File: src/head_pos_pkg.sv
// Functional notes
// [RULE1] Command bit 3 set loads the head at start; clear unloads it.
// [RULE2] Head stays loaded until two idle revolutions pass.
// [RULE3] Engaged input sampled only before verify, after the settle delay.
// [RULE4] Command bit 2 requests a verify of the final track.
// [RULE5] Rate field 00/01 gives 6 ms, 10 gives 10 ms, 11 gives 20 ms.
// [RULE6] Half-rate mode doubles intervals; test input low gives about 400 us.
// [RULE7] Verify loads head, waits, samples engaged, reads ID, compares track.
// [RULE8] Good CRC and matching track ends the command with interrupt.
// [RULE9] Good CRC, wrong track: seek error, end with interrupt.
// [RULE10] Bad ID CRC sets CRC error and the next ID field is checked.
// [RULE11] No good ID in four revolutions ends with interrupt.
// [RULE12] Bit 4 makes step commands update the track register.
// [RULE13] Restore steps out until track zero, then clears track register.
// [RULE14] Restore stops after 255 steps with seek error.
// [RULE15] Reset release starts a restore.
// [RULE16] Seek steps toward the data register, updating the track register.
// [RULE17] Step issues one pulse in the previous direction, then interrupts.
// [RULE18] Step-in: one inward pulse, track register incremented if updating.
// [RULE19] Step-out: one outward pulse, track register decremented if updating.
// [RULE20] Each single step waits the rate interval, then verifies if asked.
// [RULE21] Bits 7..4 decode restore, seek, step, step-in, step-out; busy while running.
// [RULE22] Step-direction mode: direction high for in, 4 us high step pulse.
// [RULE23] Three-phase mode sequences 1-2-3 inward and 1-3-2 outward.
package head_pos_pkg;

  // ----------------------------------------------------------------
  // Register map and fields
  // ----------------------------------------------------------------
  localparam logic [1:0] OFS_CMD_STATUS = 2'h0;
  localparam logic [1:0] OFS_TRACK      = 2'h1;
  localparam logic [1:0] OFS_DATA       = 2'h3;
  localparam logic [7:0] CMD_RESET      = 8'h00;
  localparam logic [7:0] TRACK_RESET    = 8'h00;
  localparam logic [7:0] DATA_RESET     = 8'h00;
  localparam int         CMD_TYPE_BIT   = 7;
  localparam int         CMD_U_BIT      = 4;
  localparam int         CMD_H_BIT      = 3;
  localparam int         CMD_V_BIT      = 2;
  localparam logic [3:0] OP_RESTORE     = 4'h0;
  localparam logic [3:0] OP_SEEK        = 4'h1;
  localparam logic [1:0] FAM_IN         = 2'h2;
  localparam logic [1:0] FAM_OUT        = 2'h3;
  localparam int         ST_BUSY        = 0;
  localparam int         ST_INDEX       = 1;
  localparam int         ST_TRACK0      = 2;
  localparam int         ST_CRC         = 3;
  localparam int         ST_SEEK        = 4;
  localparam int         ST_HEAD        = 5;

  // ----------------------------------------------------------------
  // Counts and timing
  // ----------------------------------------------------------------
  localparam logic [7:0] MAX_RESTORE_STEPS = 8'hFF;
  localparam logic [2:0] UNLOAD_REVS       = 3'h2;
  localparam logic [2:0] VERIFY_REVS       = 3'h4;
  localparam int         CLK_MHZ           = 100;
  localparam int         STEP_6_MS         = 6;
  localparam int         STEP_10_MS        = 10;
  localparam int         STEP_20_MS        = 20;
  localparam int         TEST_STEP_US      = 400;
  localparam int         SETTLE_MS         = 10;
  localparam int         STEP_PULSE_US     = 4;
  localparam int         STEP_6_CYC        = STEP_6_MS * 1000 * CLK_MHZ;
  localparam int         STEP_10_CYC       = STEP_10_MS * 1000 * CLK_MHZ;
  localparam int         STEP_20_CYC       = STEP_20_MS * 1000 * CLK_MHZ;
  localparam int         TEST_STEP_CYC     = TEST_STEP_US * CLK_MHZ;
  localparam int         SETTLE_CYC        = SETTLE_MS * 1000 * CLK_MHZ;
  localparam int         STEP_PULSE_CYC    = STEP_PULSE_US * CLK_MHZ;
  localparam int         TIMER_W           = 24;

  typedef enum logic [2:0] {
    IDLE, CHECK, STEP, WAIT_STEP, END_POS, SETTLE, VERIFY, DONE
  } state_t;

endpackage : head_pos_pkg

File: src/interval_timer.sv
`timescale 1ns/1ps
// Down counter: done pulses load + 1 cycles after the start pulse.
module interval_timer #(
  parameter int W = 24
) (
  input  wire logic         clk,
  input  wire logic         rst_n,
  input  wire logic         start,
  input  wire logic [W-1:0] load,
  output logic              done
);

  logic [W-1:0] count;

  always_ff @(posedge clk or negedge rst_n) begin
    if (!rst_n) begin
      count <= '0;
      done  <= 1'b0;
    end else begin
      done <= !start && (count == W'(1));
      if (start)
        count <= load;
      else if (count != '0)
        count <= count - W'(1);
    end
  end

endmodule : interval_timer

File: src/motor_drive.sv
`timescale 1ns/1ps
// Turns one-cycle step requests into step-direction or three-phase levels.
module motor_drive (
  input  wire logic clk,
  input  wire logic rst_n,
  input  wire logic step_req,
  input  wire logic dir_in,
  input  wire logic three_phase_select_n,
  output logic      phase1_or_step_out,
  output logic      phase2_or_direction_out,
  output logic      phase3_out
);
  import head_pos_pkg::*;

  localparam logic [9:0] PULSE_LEN = 10'(STEP_PULSE_CYC);

  logic [1:0] phase;
  logic [9:0] pulse_count;
  logic       step_q;

  wire        three_phase = !three_phase_select_n;
  wire [1:0]  phase_in    = (phase == 2'd2) ? 2'd0 : phase + 2'd1;
  wire [1:0]  phase_out   = (phase == 2'd0) ? 2'd2 : phase - 2'd1;

  // The pulse starts two cycles after the direction level so the drive sees direction settled first.
  always_ff @(posedge clk or negedge rst_n) begin
    if (!rst_n) begin
      step_q      <= 1'b0;
      pulse_count <= '0;
      phase       <= 2'd0;
    end else begin
      step_q <= step_req;
      if (step_q)
        pulse_count <= PULSE_LEN; // RULE22
      else if (pulse_count != '0)
        pulse_count <= pulse_count - 10'd1;
      if (step_q)
        phase <= dir_in ? phase_in : phase_out; // RULE23
    end
  end

  // Phase 1 and 2 are active low, phase 3 active high; phase 1 is active after reset.
  always_ff @(posedge clk or negedge rst_n) begin
    if (!rst_n) begin
      phase1_or_step_out      <= 1'b0;
      phase2_or_direction_out <= 1'b0;
      phase3_out              <= 1'b0;
    end else if (three_phase) begin
      phase1_or_step_out      <= phase != 2'd0; // RULE23
      phase2_or_direction_out <= phase != 2'd1;
      phase3_out              <= phase == 2'd2;
    end else begin
      phase1_or_step_out      <= pulse_count != '0; // RULE22
      phase2_or_direction_out <= dir_in;
      phase3_out              <= 1'b0;
    end
  end

endmodule : motor_drive

File: src/head_positioning_sequencer.sv
// The implementer's own choices: the placing of the registers and the plain strobed port.
`timescale 1ns/1ps
module head_positioning_sequencer #(
  parameter int STEP_6_CYC_P    = head_pos_pkg::STEP_6_CYC,
  parameter int STEP_10_CYC_P   = head_pos_pkg::STEP_10_CYC,
  parameter int STEP_20_CYC_P   = head_pos_pkg::STEP_20_CYC,
  parameter int TEST_STEP_CYC_P = head_pos_pkg::TEST_STEP_CYC,
  parameter int SETTLE_CYC_P    = head_pos_pkg::SETTLE_CYC
) (
  input  wire logic       clk,
  input  wire logic       rst_n,
  input  wire logic [1:0] addr,
  input  wire logic [7:0] wdata,
  input  wire logic       wr_en,
  input  wire logic       rd_en,
  output logic      [7:0] rdata,
  input  wire logic       track_zero_in,
  input  wire logic       head_engaged_in,
  input  wire logic       index_pulse_n,
  input  wire logic       test_n,
  input  wire logic       half_rate_sel,
  input  wire logic       three_phase_select_n,
  input  wire logic       id_valid,
  input  wire logic [7:0] id_track,
  input  wire logic       id_crc_ok,
  output logic            id_read_req,
  output logic            head_load_out,
  output logic            interrupt_request,
  output logic            phase1_or_step_out,
  output logic            phase2_or_direction_out,
  output logic            phase3_out
);
  import head_pos_pkg::*;

  localparam logic [TIMER_W-1:0] C_6      = TIMER_W'(STEP_6_CYC_P);
  localparam logic [TIMER_W-1:0] C_10     = TIMER_W'(STEP_10_CYC_P);
  localparam logic [TIMER_W-1:0] C_20     = TIMER_W'(STEP_20_CYC_P);
  localparam logic [TIMER_W-1:0] C_TEST   = TIMER_W'(TEST_STEP_CYC_P);
  localparam logic [TIMER_W-1:0] C_SETTLE = TIMER_W'(SETTLE_CYC_P);

  state_t               state;
  logic [7:0]           cmd;
  logic [7:0]           track;
  logic [7:0]           data_target;
  logic [7:0]           step_count;
  logic                 busy;
  logic                 crc_err;
  logic                 seek_err;
  logic                 last_dir;
  logic                 stepped;
  logic                 restore_pending;
  logic                 step_pulse;
  logic                 index_q;
  logic [2:0]           rev_count;
  logic                 timer_start;
  logic [TIMER_W-1:0]   timer_load;
  logic                 timer_done;
  logic [7:0]           status;

  // ----------------------------------------------------------------
  // Decode
  // ----------------------------------------------------------------
  wire                 cmd_wr       = wr_en && (addr == OFS_CMD_STATUS);
  wire                 status_rd    = rd_en && (addr == OFS_CMD_STATUS);
  wire                 track_wr     = wr_en && (addr == OFS_TRACK) && !busy;
  wire                 data_wr      = wr_en && (addr == OFS_DATA) && !busy;
  // Other command groups belong to other blocks.
  wire                 accept       = cmd_wr && !busy && !wdata[CMD_TYPE_BIT]; // RULE21
  wire [3:0]           opcode       = cmd[7:4];
  wire [1:0]           family       = cmd[6:5];
  wire                 is_restore   = opcode == OP_RESTORE; // RULE21
  wire                 is_seek      = opcode == OP_SEEK;
  wire                 is_single    = !is_restore && !is_seek;
  wire                 track_update = is_seek || (is_single && cmd[CMD_U_BIT]); // RULE12
  wire                 next_dir     = is_restore          ? 1'b0 :
                                      is_seek             ? (data_target > track) : // RULE16
                                      family == FAM_IN    ? 1'b1 : // RULE18
                                      family == FAM_OUT   ? 1'b0 : // RULE19
                                      last_dir; // RULE17
  wire [7:0]           next_track   = next_dir ? track + 8'd1 : track - 8'd1;
  wire                 index_fall   = index_q && !index_pulse_n;
  wire [TIMER_W-1:0]   base_cyc     = !test_n ? C_TEST : // RULE6
                                      !cmd[1] ? C_6 : // RULE5
                                      cmd[0]  ? C_20 : C_10;
  // Half rate models a slow part clock.
  wire [TIMER_W-1:0]   rate_cyc     = half_rate_sel ? {base_cyc[TIMER_W-2:0], 1'b0} : base_cyc; // RULE6
  wire                 unload_due   = (rev_count == UNLOAD_REVS);
  wire                 verify_lost  = (rev_count == VERIFY_REVS);

  // ----------------------------------------------------------------
  // Sequencer
  // ----------------------------------------------------------------
  always_ff @(posedge clk or negedge rst_n) begin
    if (!rst_n) begin
      state           <= IDLE;
      cmd             <= CMD_RESET;
      track           <= TRACK_RESET;
      busy            <= 1'b0;
      crc_err         <= 1'b0;
      seek_err        <= 1'b0;
      head_load_out   <= 1'b0;
      last_dir        <= 1'b0;
      stepped         <= 1'b0;
      step_count      <= 8'h00;
      restore_pending <= 1'b1;
      step_pulse      <= 1'b0;
      timer_start     <= 1'b0;
      timer_load      <= '0;
      id_read_req     <= 1'b0;
    end else begin
      step_pulse  <= 1'b0;
      timer_start <= 1'b0;
      if (track_wr)
        track <= wdata;
      case (state)
        IDLE: begin
          if (restore_pending) begin
            restore_pending <= 1'b0; // RULE15
            cmd             <= CMD_RESET;
            busy            <= 1'b1;
            crc_err         <= 1'b0;
            seek_err        <= 1'b0;
            stepped         <= 1'b0;
            step_count      <= 8'h00;
            head_load_out   <= 1'b0;
            state           <= CHECK;
          end else if (accept) begin
            cmd             <= wdata;
            busy            <= 1'b1; // RULE21
            crc_err         <= 1'b0;
            seek_err        <= 1'b0;
            stepped         <= 1'b0;
            step_count      <= 8'h00;
            head_load_out   <= wdata[CMD_H_BIT]; // RULE1
            state           <= CHECK;
          end else if (head_load_out && unload_due) begin
            head_load_out   <= 1'b0; // RULE2
          end
        end
        CHECK: begin
          if (is_restore) begin
            if (!track_zero_in) begin
              track <= TRACK_RESET; // RULE13
              state <= END_POS;
            end else if (step_count == MAX_RESTORE_STEPS) begin
              seek_err <= 1'b1; // RULE14
              state    <= DONE;
            end else begin
              state <= STEP; // RULE13
            end
          end else if (is_seek) begin
            state <= (track == data_target) ? END_POS : STEP; // RULE16
          end else begin
            state <= stepped ? END_POS : STEP; // RULE17
          end
        end
        STEP: begin
          step_pulse  <= 1'b1;
          last_dir    <= next_dir;
          stepped     <= 1'b1;
          step_count  <= step_count + 8'd1;
          if (track_update)
            track <= next_track; // RULE12
          timer_load  <= rate_cyc; // RULE20
          timer_start <= 1'b1;
          state       <= WAIT_STEP;
        end
        WAIT_STEP: begin
          if (timer_done)
            state <= CHECK; // RULE20
        end
        END_POS: begin
          if (cmd[CMD_V_BIT]) begin
            head_load_out <= 1'b1; // RULE7
            timer_load    <= C_SETTLE;
            timer_start   <= 1'b1;
            state         <= SETTLE; // RULE4
          end else begin
            state <= DONE; // RULE4
          end
        end
        SETTLE: begin
          // The engaged input is looked at only when the settle delay has run out.
          if (timer_done) begin
            if (head_engaged_in) begin
              id_read_req <= 1'b1; // RULE3
              state       <= VERIFY;
            end else begin
              timer_start <= 1'b1; // RULE3
            end
          end
        end
        VERIFY: begin
          if (id_valid && id_crc_ok) begin
            seek_err    <= (id_track != track); // RULE9
            id_read_req <= 1'b0;
            state       <= DONE; // RULE8
          end else if (id_valid) begin
            crc_err <= 1'b1; // RULE10
          end else if (verify_lost) begin
            id_read_req <= 1'b0; // RULE11
            state       <= DONE;
          end
        end
        DONE: begin
          busy  <= 1'b0; // RULE8
          state <= IDLE;
        end
        default: state <= IDLE;
      endcase
    end
  end

  // ----------------------------------------------------------------
  // Revolution counting from the index pulse
  // ----------------------------------------------------------------
  // Counting restarts in busy states outside verify, so the idle count
  // measures idle time and the verify count the search time.
  always_ff @(posedge clk or negedge rst_n) begin
    if (!rst_n) begin
      index_q   <= 1'b1;
      rev_count <= 3'h0;
    end else begin
      index_q <= index_pulse_n;
      if (state != IDLE && state != VERIFY)
        rev_count <= 3'h0;
      else if (index_fall && rev_count != 3'h7)
        rev_count <= rev_count + 3'h1; // RULE2 RULE11
    end
  end

  // ----------------------------------------------------------------
  // Interrupt request
  // ----------------------------------------------------------------
  // Completion wins over a same-cycle clear, so none is lost.
  always_ff @(posedge clk or negedge rst_n) begin
    if (!rst_n)
      interrupt_request <= 1'b0;
    else if (state == DONE)
      interrupt_request <= 1'b1; // RULE8 RULE9 RULE11 RULE13 RULE14
    else if (status_rd || accept)
      interrupt_request <= 1'b0;
  end

  // ----------------------------------------------------------------
  // Data register and read port
  // ----------------------------------------------------------------
  always_ff @(posedge clk or negedge rst_n) begin
    if (!rst_n)
      data_target <= DATA_RESET;
    else if (data_wr)
      data_target <= wdata;
  end

  always_comb begin
    status           = 8'h00;
    status[ST_BUSY]  = busy;
    status[ST_INDEX] = !index_pulse_n;
    status[ST_TRACK0] = !track_zero_in;
    status[ST_CRC]   = crc_err;
    status[ST_SEEK]  = seek_err;
    status[ST_HEAD]  = head_load_out;
  end

  wire [7:0] read_mux = (addr == OFS_CMD_STATUS) ? status :
                        (addr == OFS_TRACK)      ? track :
                        (addr == OFS_DATA)       ? data_target : 8'h00;

  always_ff @(posedge clk or negedge rst_n) begin
    if (!rst_n)
      rdata <= 8'h00;
    else
      rdata <= rd_en ? read_mux : 8'h00;
  end

  // ----------------------------------------------------------------
  // Helpers
  // ----------------------------------------------------------------
  interval_timer #(
    .W (TIMER_W)
  ) u_timer (
    .clk   (clk),
    .rst_n (rst_n),
    .start (timer_start),
    .load  (timer_load),
    .done  (timer_done)
  );

  motor_drive u_motor (
    .clk                     (clk),
    .rst_n                   (rst_n),
    .step_req                (step_pulse),
    .dir_in                  (last_dir),
    .three_phase_select_n    (three_phase_select_n),
    .phase1_or_step_out      (phase1_or_step_out),
    .phase2_or_direction_out (phase2_or_direction_out),
    .phase3_out              (phase3_out)
  );

endmodule : head_positioning_sequencer

File: config.mk
export PLATFORM = sky130hd
export DESIGN_NAME = head_positioning_sequencer
export DESIGN_NICKNAME = d
export VERILOG_FILES = /design/src/head_pos_pkg.sv /design/src/interval_timer.sv /design/src/motor_drive.sv /design/src/head_positioning_sequencer.sv
export SDC_FILE = /design/constraint.sdc
export NUM_CORES = 1
export LEC_CHECK = 0
export ABC_AREA = 1
export BUFFER_PORTS_ARGS = -buffer_cell sky130_fd_sc_hd__clkbuf_2
export CAP_MARGIN = 0
export CELL_PAD_IN_SITES_DETAIL_PLACEMENT = 0
export CELL_PAD_IN_SITES_GLOBAL_PLACEMENT = 1
export CORE_UTILIZATION = 46
export DETAILED_ROUTE_END_ITERATION = 8
export PLACE_DENSITY = 0.82
export SLEW_MARGIN = 25
export SYNTH_ARGS = -nofsm -noshare
export SYNTH_HDL_FRONTEND = slang
export SYNTH_HIERARCHICAL = 1
export SYNTH_SLANG_ARGS = --single-unit
File: constraint.sdc
create_clock -name clk -period 3.8 [get_ports clk]
set_clock_uncertainty 0.15 [all_clocks]
set_input_delay 0.38 -clock clk [delete_from_list [all_inputs] [get_ports clk]]
set_output_delay 0.38 -clock clk [all_outputs]
set_load 0.02 [all_outputs]
==> Word level (Yosys, flattened, before mapping) <==
Index checks and enable logic that the tools add are counted.
{ "totals": {"rom_bits": 0, "input_bits": 30, "latchBits": 0, "output_inout_bits": 14, "elab_cells": 212, "memories": 0, "register_bits": 123, "ramBits": 0} }
{ "classes": {"n_mux": 85, "shifts": 0, "n_reduce_logical": 54, "addsub": 8, "mul": 0, "div_mod_pow": 0, "n_lt_le_gt_ge": 1, "n_bitwise": 0, "n_eq_ne": 36} }
{ "op_table": {"columns": ["cell", "count"], "rows": [
  ["2-to-1 mux 8 bit", 13],
  ["2-to-1 mux 24 bit", 3],
  ["2-to-1 mux 21 bit", 3],
  ["2-to-1 mux 3 bit", 16],
  ["one-hot mux 24 bit (2 select lines)", 1],
  ["2-to-1 mux 1 bit", 32],
  ["one-hot mux 8 bit (2 select lines)", 2],
  ["== test 24 x 1 -> 1 bit (second input constant)", 1],
  ["one-hot mux 3 bit (8 select lines)", 1],
  ["nonzero test 2 bit", 12],
  ["nonzero test 24 bit", 1],
  ["subtractor 24 x 1 -> 24 bit (second input constant)", 1],
  ["2-to-1 mux 22 bit", 1],
  ["2-to-1 mux 10 bit", 2],
  ["adder 8 x 1 -> 8 bit (second input constant)", 2],
  ["logical AND 1 bit", 16],
  ["!= test 2 bit (second input constant)", 8],
  ["== test 3 bit (second input constant)", 5],
  ["!= test 3 bit (second input constant)", 5],
  ["AND reduction 6 bit", 2],
  ["one-hot mux 1 bit (2 select lines)", 5],
  ["nonzero test 10 bit", 1],
  ["subtractor 10 x 1 -> 10 bit (second input constant)", 1],
  ["== test 3 x 2 -> 1 bit (second input constant)", 3],
  ["26 further kinds", 47]
]} }

==> Longest topological paths before layout <==
Gate-level depths: netlist of run 1.
{ "logic_depth": {"depth_word": 8, "mapped_depth": 21, "mapped_depth_nobuf": 21} }

==> Modules after synthesis <==
Netlist of run 1, hierarchy kept.
{ "by_module_without_submodules": {"columns": ["mod", "seq_area_each_um2", "area_per_inst_um2", "cells_per_inst", "n_inst"], "rows": [
  ["head_positioning_sequencer", 1829.3, 4106.4, 509, 1],
  ["interval_timer", 625.6, 1819.2, 276, 1],
  ["motor_drive", 400.4, 905.9, 110, 1]
]} }

==> Worst setup path before layout of run 1 <==
No wires, ideal clock.
{ "synth_timing": {"path_type": "register to register", "startpoint": "reg track[7]", "endpoint": "reg track[6]", "t_arrival_ns": 2.494, "synth_period_minus_slack_ns": 2.774, "slack_ns": 1.026, "stages_incl_launch_ff": 20, "n_path_buf": 0, "setup_time_ns": 0.130, "required_ns": 3.520, "cell_sequence": "dfrtp_1 -> inv_1 -> ha_1 -> nand2_1 -> nor2_1 -> nand2_1 -> nor2_1 -> nor2_1 -> nand2_1 -> inv_1 -> fa_1 -> inv_1 -> nand3_1 -> nand2_1 -> nand2_1 -> nand2_1 -> a21oi_1 -> nand2b_1 -> nand3_1 -> o21ai_0"} }
{ "synth_between": {"elab_chain_cells": 6} }
{ "synth_rtl": {"columns": ["element", "line", "text"], "rows": [
  ["start, declared", "head_positioning_sequencer.sv:43", "logic [7:0] track;"],
  ["start signal, assigned", "head_positioning_sequencer.sv:114", "track <= wdata;"],
  ["start signal, assigned", "head_positioning_sequencer.sv:163", "track <= next_track;"],
  ["greater-than comparator 8 bit", "head_positioning_sequencer.sv:76", "is_seek ? (data_target > track) :"],
  ["2-to-1 mux 1 bit", "head_positioning_sequencer.sv:76", null],
  ["2-to-1 mux 1 bit", "head_positioning_sequencer.sv:75", "wire next_dir = is_restore ? 1'b0 :"],
  ["named net next_dir", "head_positioning_sequencer.sv:75", null],
  ["2-to-1 mux 8 bit", "head_positioning_sequencer.sv:80", "wire [7:0] next_track = next_dir ? track + 8'd1 : track - 8'd1;"],
  ["2-to-1 mux 8 bit", "head_positioning_sequencer.sv:162", "if (track_update)"],
  ["one-hot mux 8 bit (2 select lines)", "head_positioning_sequencer.sv:115", "case (state)"]
]} }
The timed path passes the listed nets, and every way through them passes these cells.
A chain may end at the register's enable or synchronous reset.

==> Worst setup path in the final report of run 1 <==
Same ends and word-level chain as after synthesis.

==> run metrics, run 1 <==
top achievable clock speed=0.317 GHz; average detailed-routed wire length per instance=14.3 um; Worst-Margin Slew=833 ps; Ports=44; Post-Syn Area=6830 sq um; aggregate global routing overflow=0; category of the worst setup path launch point=register; status=completed; DRC viols=0; ys async rst share=100%; wire length of the first global-routing pass=27.0 mm; area added between synthesis and finish=15.5%; diodes inserted=0; Fin Setup TNS=0 ps; Pwr per Cell Area=443 nW/um^2; post-layout minimum cycle time=3160 ps; Setup violations, final=0; yosys warns=6; routed vias=5901; worst-case headroom to the max-slew limit=44.5%; DP Cell Count=1118; number of antenna violations at the first check in global routing=0; initial core utilization=47.0%; setup repair after global routing missed its margin=false; GRT Util Overall=23.4%; Placement Rows=44; root cell of the clock tree=sky130_fd_sc_hd__clkbuf_16; peak supply drop=0.000324 V; startpoint-to-endpoint class of the critical path=reg -> reg; CP delay by family, top=simple AND/OR/NAND/NOR gates; width of the die=124 um; number of maximum-capacitance constraint violations=0; peak fanout along the critical path=11; post-place instance area=7240 sq um; DR iter-0 viols=346; cell area after layout=7890 sq um; area enclosed by the die boundary=15300 sq um; fraction of the cycle the final worst path needs=83.1%; standard cell core area=14500 sq um; Hold Vio Cnt, Final=0; level count of the clock H-tree=4; Top FF cell, synth=sky130_fd_sc_hd__dfrtp_1; slowest stage delay, CP=430 ps; critical path data arrival time=3290 ps; slowest stage cell, crit path=sky130_fd_sc_hd__dfrtp_1; average footprint of a synthesized cell=7.63 sq um; share of post-route cells with drive strength above 1=13.4%; critical-path cell list=inv_1 > ha_1 > nand2_1 > nor2_1 > nand2_1 > nor2_1 > nor2_1 > nand2_1 > inv_1 > fa_1 > inv_1 > nand3_1 > nand2_1 > nand2_1 > nand2_1 > a21oi_1 > nand2b_1 > nand3_1 > o21ai_0; Leakage=4.09 nW; Final #Nets=1017; sequential area share after synthesis=41.8%; category of the worst setup path capture point=register; type of the most critical hold path=in -> reg; buffer depth of the longest clock path=2; number of pins with negative max-slew slack in the final report=0; post-synthesis sequential element count=114; clock slew at the register clock pins of the worst setup and hold paths=50 ps; Finished Layout Cells=1152; gp weighted congestion=0.848; Gate Count Post-Synth=895; required time reported for the critical path endpoint=3940 ps; Routed Wire Length=16.5 mm; Final ANT Viol Nets=0; number of global-route vias before repair=5539; number of flops mapped to enable cells by yosys=0; Filler Cells Inserted=1466; clock buffers created by TritonCTS=17; count of different cell masters after synthesis=54; TritonCTS clock tree=done; pin count of the biggest net entering global routing=63; sum of buffers and inverters on the critical path=3; most repeated library cell on the critical path=sky130_fd_sc_hd__nand2_1; worst-skew pair later-pin latency=410 ps; via density per instance=5.12; dpl hpwl=12.2 mm; Die H=124 um; first-pass iteration count of the detailed router=4; buffers added on ports=43; CTS Sinks=114
==> state kept, by name (all words and copies together) (netlist names), 2 cells and up <==
name,count
timer_load,16
u_motor/pulse_count,10
cmd,7
rdata,8
track,8
data_target,8
step_count,8
u_timer/count,24
u_motor/phase,2
rev_count,3
state,3
==> Yosys cell counts, drive strengths merged, types with 2 or more instances <==
cell	number	area share (%)
nand2	208	12
inv	134	7.4
nor2	130	8.6
dfrtp	112	41
o21ai	68	5.0
nand3	64	4.9
a21oi	40	3.3
ha	30	5.5
nand4	21	1.9
xnor2	10	1.3
buf	9	1.1
o22ai	9	0.82
nand3b	8	0.88
mux2	6	0.99
nor3	6	0.59
clkbuf	4	0.22
o31ai	4	0.44
a31oi	3	0.27
o221ai	3	0.38
xor2	3	0.38
a211oi	2	0.22
clkinv	2	0.11
dfstp	2	0.77
o211ai	2	0.29
o21bai	2	0.22
or2	2	0.18
==> timing repair <==
action                    4_1_cts  5_1_grt
hold buffers                    3        0
resized for setup               0        0
hold endpoints to repair       63        0
setup buffers                   0        0
==> placed cells by master, fill, tap and decap left out, drive strengths merged, types with 2 or more instances in the layout <==
cell type,instances
clkinv,8
o221ai,3
dfrtp,112
nor3,6
nand4,21
inv,134
o211ai,2
nand3b,8
a21oi,40
a211oi,2
clkbuf,63
nor2,130
o21bai,2
buf,3
dfstp,2
ha,30
xor2,3
mux2,6
nand2,208
o22ai,9
a31oi,3
bufinv,4
o31ai,4
o21ai,68
nand3,64
dlygate4sd3,3
conb,8
xnor2,10
or2,2
==> cell type report <==
| cell class | instances | area (sq um) | area share, % |
|---|---|---|---|
| Clock buffer | 21 | 460 | 5.83 |
| Clock inverter | 10 | 158 | 2.00 |
| Inverter | 136 | 510 | 6.47 |
| Multi-Input combinational cell | 639 | 3400 | 43.1 |
| Sequential cell | 114 | 2860 | 36.2 |
| Tap cell | 184 | 230 | 2.92 |
| Timing Repair Buffer | 48 | 275 | 3.49 |
==> kinds of logic after synthesis <==
kind of cell	synth area share, %
AND/OR/NAND/NOR	29.1
adder cells (fa/ha/maj)	5.79
flip-flops	41.8
XOR/XNOR	1.67
multiplexers	0.989
AO/OA/AOI/OAI	11.9
buffers and inverters	8.79
other	0.0549
==> report_power, final <==
group | switching [mW] | internal [mW] | leakage, nW
logic | 0.294 | 0.154 | 2.46
registers | 0.0749 | 1.29 | 1.33
clock network | 0.558 | 1.12 | 0.307
total | 0.927 | 2.57 | 4.09
==> routing by layer <==
metal	wire length, um	global-route usage [%]	vias up
met5	0	0	-
met4	207	8.89	0
met3	499	4.12	20
met2	8080	38.8	88
met1	7730	30.4	2769
li1	-	-	3024
==> worst reg2reg max path, stage by stage (launching register included) <==
cell                       delay [ps]
sky130_fd_sc_hd__dfrtp_1          430
sky130_fd_sc_hd__inv_1            120
sky130_fd_sc_hd__ha_1             320
sky130_fd_sc_hd__nand2_1           90
sky130_fd_sc_hd__nor2_1           140
sky130_fd_sc_hd__nand2_1           80
sky130_fd_sc_hd__nor2_1           100
sky130_fd_sc_hd__nor2_1            60
sky130_fd_sc_hd__nand2_1          320
sky130_fd_sc_hd__inv_1            100
sky130_fd_sc_hd__fa_1             410
sky130_fd_sc_hd__inv_1             80
sky130_fd_sc_hd__nand3_1           60
sky130_fd_sc_hd__nand2_1          100
sky130_fd_sc_hd__nand2_1           70
sky130_fd_sc_hd__nand2_1           60
sky130_fd_sc_hd__a21oi_1           60
sky130_fd_sc_hd__nand2b_1         140
sky130_fd_sc_hd__nand3_1           60
sky130_fd_sc_hd__o21ai_0           80
==> stage by stage <==
stage / total power [mW] / setup WS, ps / hold slack (ps) / utilization (%)
6_report: 3.50 / 642 / 30.2 / 54.3
5_1_grt: 3.65 / 341 / 54.9 / 54.3
4_1_cts: 3.53 / 672 / 12.9 / 54.3
3_5_place_dp: 1.83 / 675 / 196 / 49.8
3_3_place_gp: 1.83 / 742 / 184 / 49.8
2_1_floorplan: 1.68 / 1030 / -65.6 / -
==> final timing paths <==
| path | start | end | slack [ps] | depth (start not counted) |
|---|---|---|---|---|
| min in group asynchronous | rst_n | u_motor/pulse_count[2] | 460 | 2 |
| min reg2reg | step_pulse | u_motor/step_q | 210 | 0 |
| max reg2reg | track[7] | track[6] | 640 | 19 |
| max | track[7] | track[6] | 640 | 19 |
| max in group asynchronous | rst_n | index_q | 2200 | 3 |
| min | three_phase_select_n | u_motor/phase3_out | 30 | 2 |
Power figures use the tool's default switching activity.
==> run 2, diff against run 1 <==
Settings changed: CORE_UTILIZATION 46 to 41, PLACE_DENSITY 0.82 to 0.77.
Clock period 3.8 ns to 2.7 ns, I/O delays scaled along.
==> run metrics, run 2 (synthesis results as in run 1) <==
status=completed; root cell of the clock tree=sky130_fd_sc_hd__clkbuf_16; average detailed-routed wire length per instance=14.1 um; slowest stage cell, crit path=sky130_fd_sc_hd__dfrtp_1; slowest stage delay, CP=390 ps; Hold WS=19.1 ps; via density per instance=4.95; top achievable clock speed=0.384 GHz; area added between synthesis and finish=22.6%; Filler Cells Inserted=1582; sum of buffers and inverters on the critical path=2; clock slew at the register clock pins of the worst setup and hold paths=60 ps; Final ANT Viol Nets=0; Pwr per Cell Area=602 nW/um^2; width of the die=131 um; startpoint-to-endpoint class of the critical path=reg -> reg; GRT Util Overall=22.3%; area enclosed by the die boundary=17200 sq um; largest register by flop count=u_timer/count; most repeated library cell on the critical path=sky130_fd_sc_hd__nand2_2; Hold Vio Cnt, Final=0; fraction of the cycle the final worst path needs=96.3%; DR iter-0 viols=355; worst setup timing slack at the placement stage=-35.0 ps; setup repair after global routing missed its margin=true; DRC viols=0; area of the multi-input gates=3500 sq um; category of the worst setup path capture point=register; level count of the clock H-tree=4; most common cell after layout, fill and taps aside=sky130_fd_sc_hd__nand2_1; gp weighted congestion=0.862; clock buffers created by TritonCTS=17; DR WL met2=8.45 mm; initial core utilization=42.5%; TritonCTS clock tree=done; Largest register FFs=24; Placement Rows=46; pin count of the biggest net entering global routing=62; share of post-route cells with drive strength above 1=18.4%; first-pass iteration count of the detailed router=5; buffer depth of the longest clock path=2; critical path data arrival time=2750 ps; category of the worst setup path launch point=register; worst-skew pair later-pin latency=420 ps; number of global-route vias before repair=5792; number of maximum-capacitance constraint violations=0; Routed Wire Length=17.3 mm; met3 routed WL=473 um; Finished Layout Cells=1223; total power consumption of the routed design=5.04 mW; required time reported for the critical path endpoint=2850 ps; Setup WS post-layout=99.2 ps; Final #Nets=1055; Ports=44; Crit. path cell count=19; post-place instance area=7470 sq um; register area=2860 sq um; type of the most critical hold path=in -> reg; peak supply drop=0.000451 V; diodes inserted=0; number of antenna violations at the first check in global routing=0; DP Cell Count=1175; CP delay by family, top=simple AND/OR/NAND/NOR gates; critical-path cell list=ha_1 > nand2_2 > nor2_2 > nor2_1 > nand2_1 > nor2_1 > nand2_1 > nand2_4 > inv_2 > fa_2 > inv_2 > nand3_2 > nand2_2 > nand2_2 > nand2_2 > a21oi_2 > nand2b_4 > nand3_2 > o21ai_1; buffers added on ports=43; dpl hpwl=12.8 mm; wire length of the first global-routing pass=29.0 mm; number of pins with negative max-slew slack in the final report=0; uppermost layer routed=met4; post-layout minimum cycle time=2600 ps; worst-case headroom to the max-slew limit=56.8%; Routed met1 length=8.04 mm; routed vias=6051; cell area after layout=8370 sq um; Worst-Margin Slew=646 ps; aggregate global routing overflow=0; Die H=131 um; peak fanout along the critical path=5; standard cell core area=16100 sq um; number of cells on the worst hold path=3; largest registers ranked by flip-flop count=u_timer/count x24, timer_load x16, u_motor/pulse_count x10; most used cells in the layout excluding fill and tap cells=sky130_fd_sc_hd__nand2_1 (194), sky130_fd_sc_hd__inv_1 (118), sky130_fd_sc_hd__dfrtp_1 (112); Setup violations, final=0; Leakage=4.27 nW; Worst Reg2Reg Path Length in Cells=19; CTS Sinks=114
## run 2: cell types whose count changed in the layout (fill, tap and decap cells not counted), sizes merged
cell / previous run / this run
clkinvlp: 0 / 1
buf: 3 / 31
clkinv: 8 / 5
dlygate4sd3: 3 / 13
inv: 134 / 141
clkbuf: 63 / 59
## run 2: stage by stage
step | TNS, ps | utilization, %
2_1_floorplan | 0 | -
3_3_place_gp | -0.871 | 46.5
3_5_place_dp | -64.0 | 46.5
4_1_cts | 0 | 51.6
5_1_grt | -292 | 52.1
6_report | 0 | 52.1
## run 2: worst min-delay path, stage by stage
cell and delay, ps:
sky130_fd_sc_hd__clkbuf_2 120, sky130_fd_sc_hd__nand3_1 80, sky130_fd_sc_hd__o21ai_1 60
## run 2: repair_timing
| item | in CTS | in global routing |
|---|---|---|
| hold buffers | 13 | 0 |
| pin swaps | 2 | 14 |
| buffers inserted | 1 | 2 |
| endpoints found under the setup margin | 2 | 5 |
| resized for setup | 4 | 25 |
| hold endpoints to repair | 48 | 0 |
## run 2: worst paths after layout
path                       slack (ps)         endpoint           start
max                               100         track[6]  data_target[6]
min reg2reg                       210   u_motor/step_q      step_pulse
max reg2reg                       100         track[6]  data_target[6]
max in group asynchronous        1470  restore_pending           rst_n
min                                20           cmd[5]        wdata[5]
min in group asynchronous         210       step_pulse           rst_n
## run 2: routing by layer
layer  GRT usage (%)  vias to the layer above
met3            4.34                       23
met1            28.7                     2840
met5               0                        -
met4            8.25                        0
li1                -                     3095
met2            37.2                       93
## run 2: cell type report
type | count | share of cell area, %
tap | 216 | 3.23
clock inverter | 15 | 2.63
sequential | 114 | 34.1
timing repair buffer | 86 | 7.04
inverter | 136 | 6.10
multi-input combinational | 639 | 41.8
clock buffer | 17 | 5.08
## run 2: power breakdown
group          total (mW)  internal [mW]  switching (mW)
Clock                2.47           1.57           0.896
Sequential           1.91           1.81          0.0988
Combinational       0.654          0.228           0.426
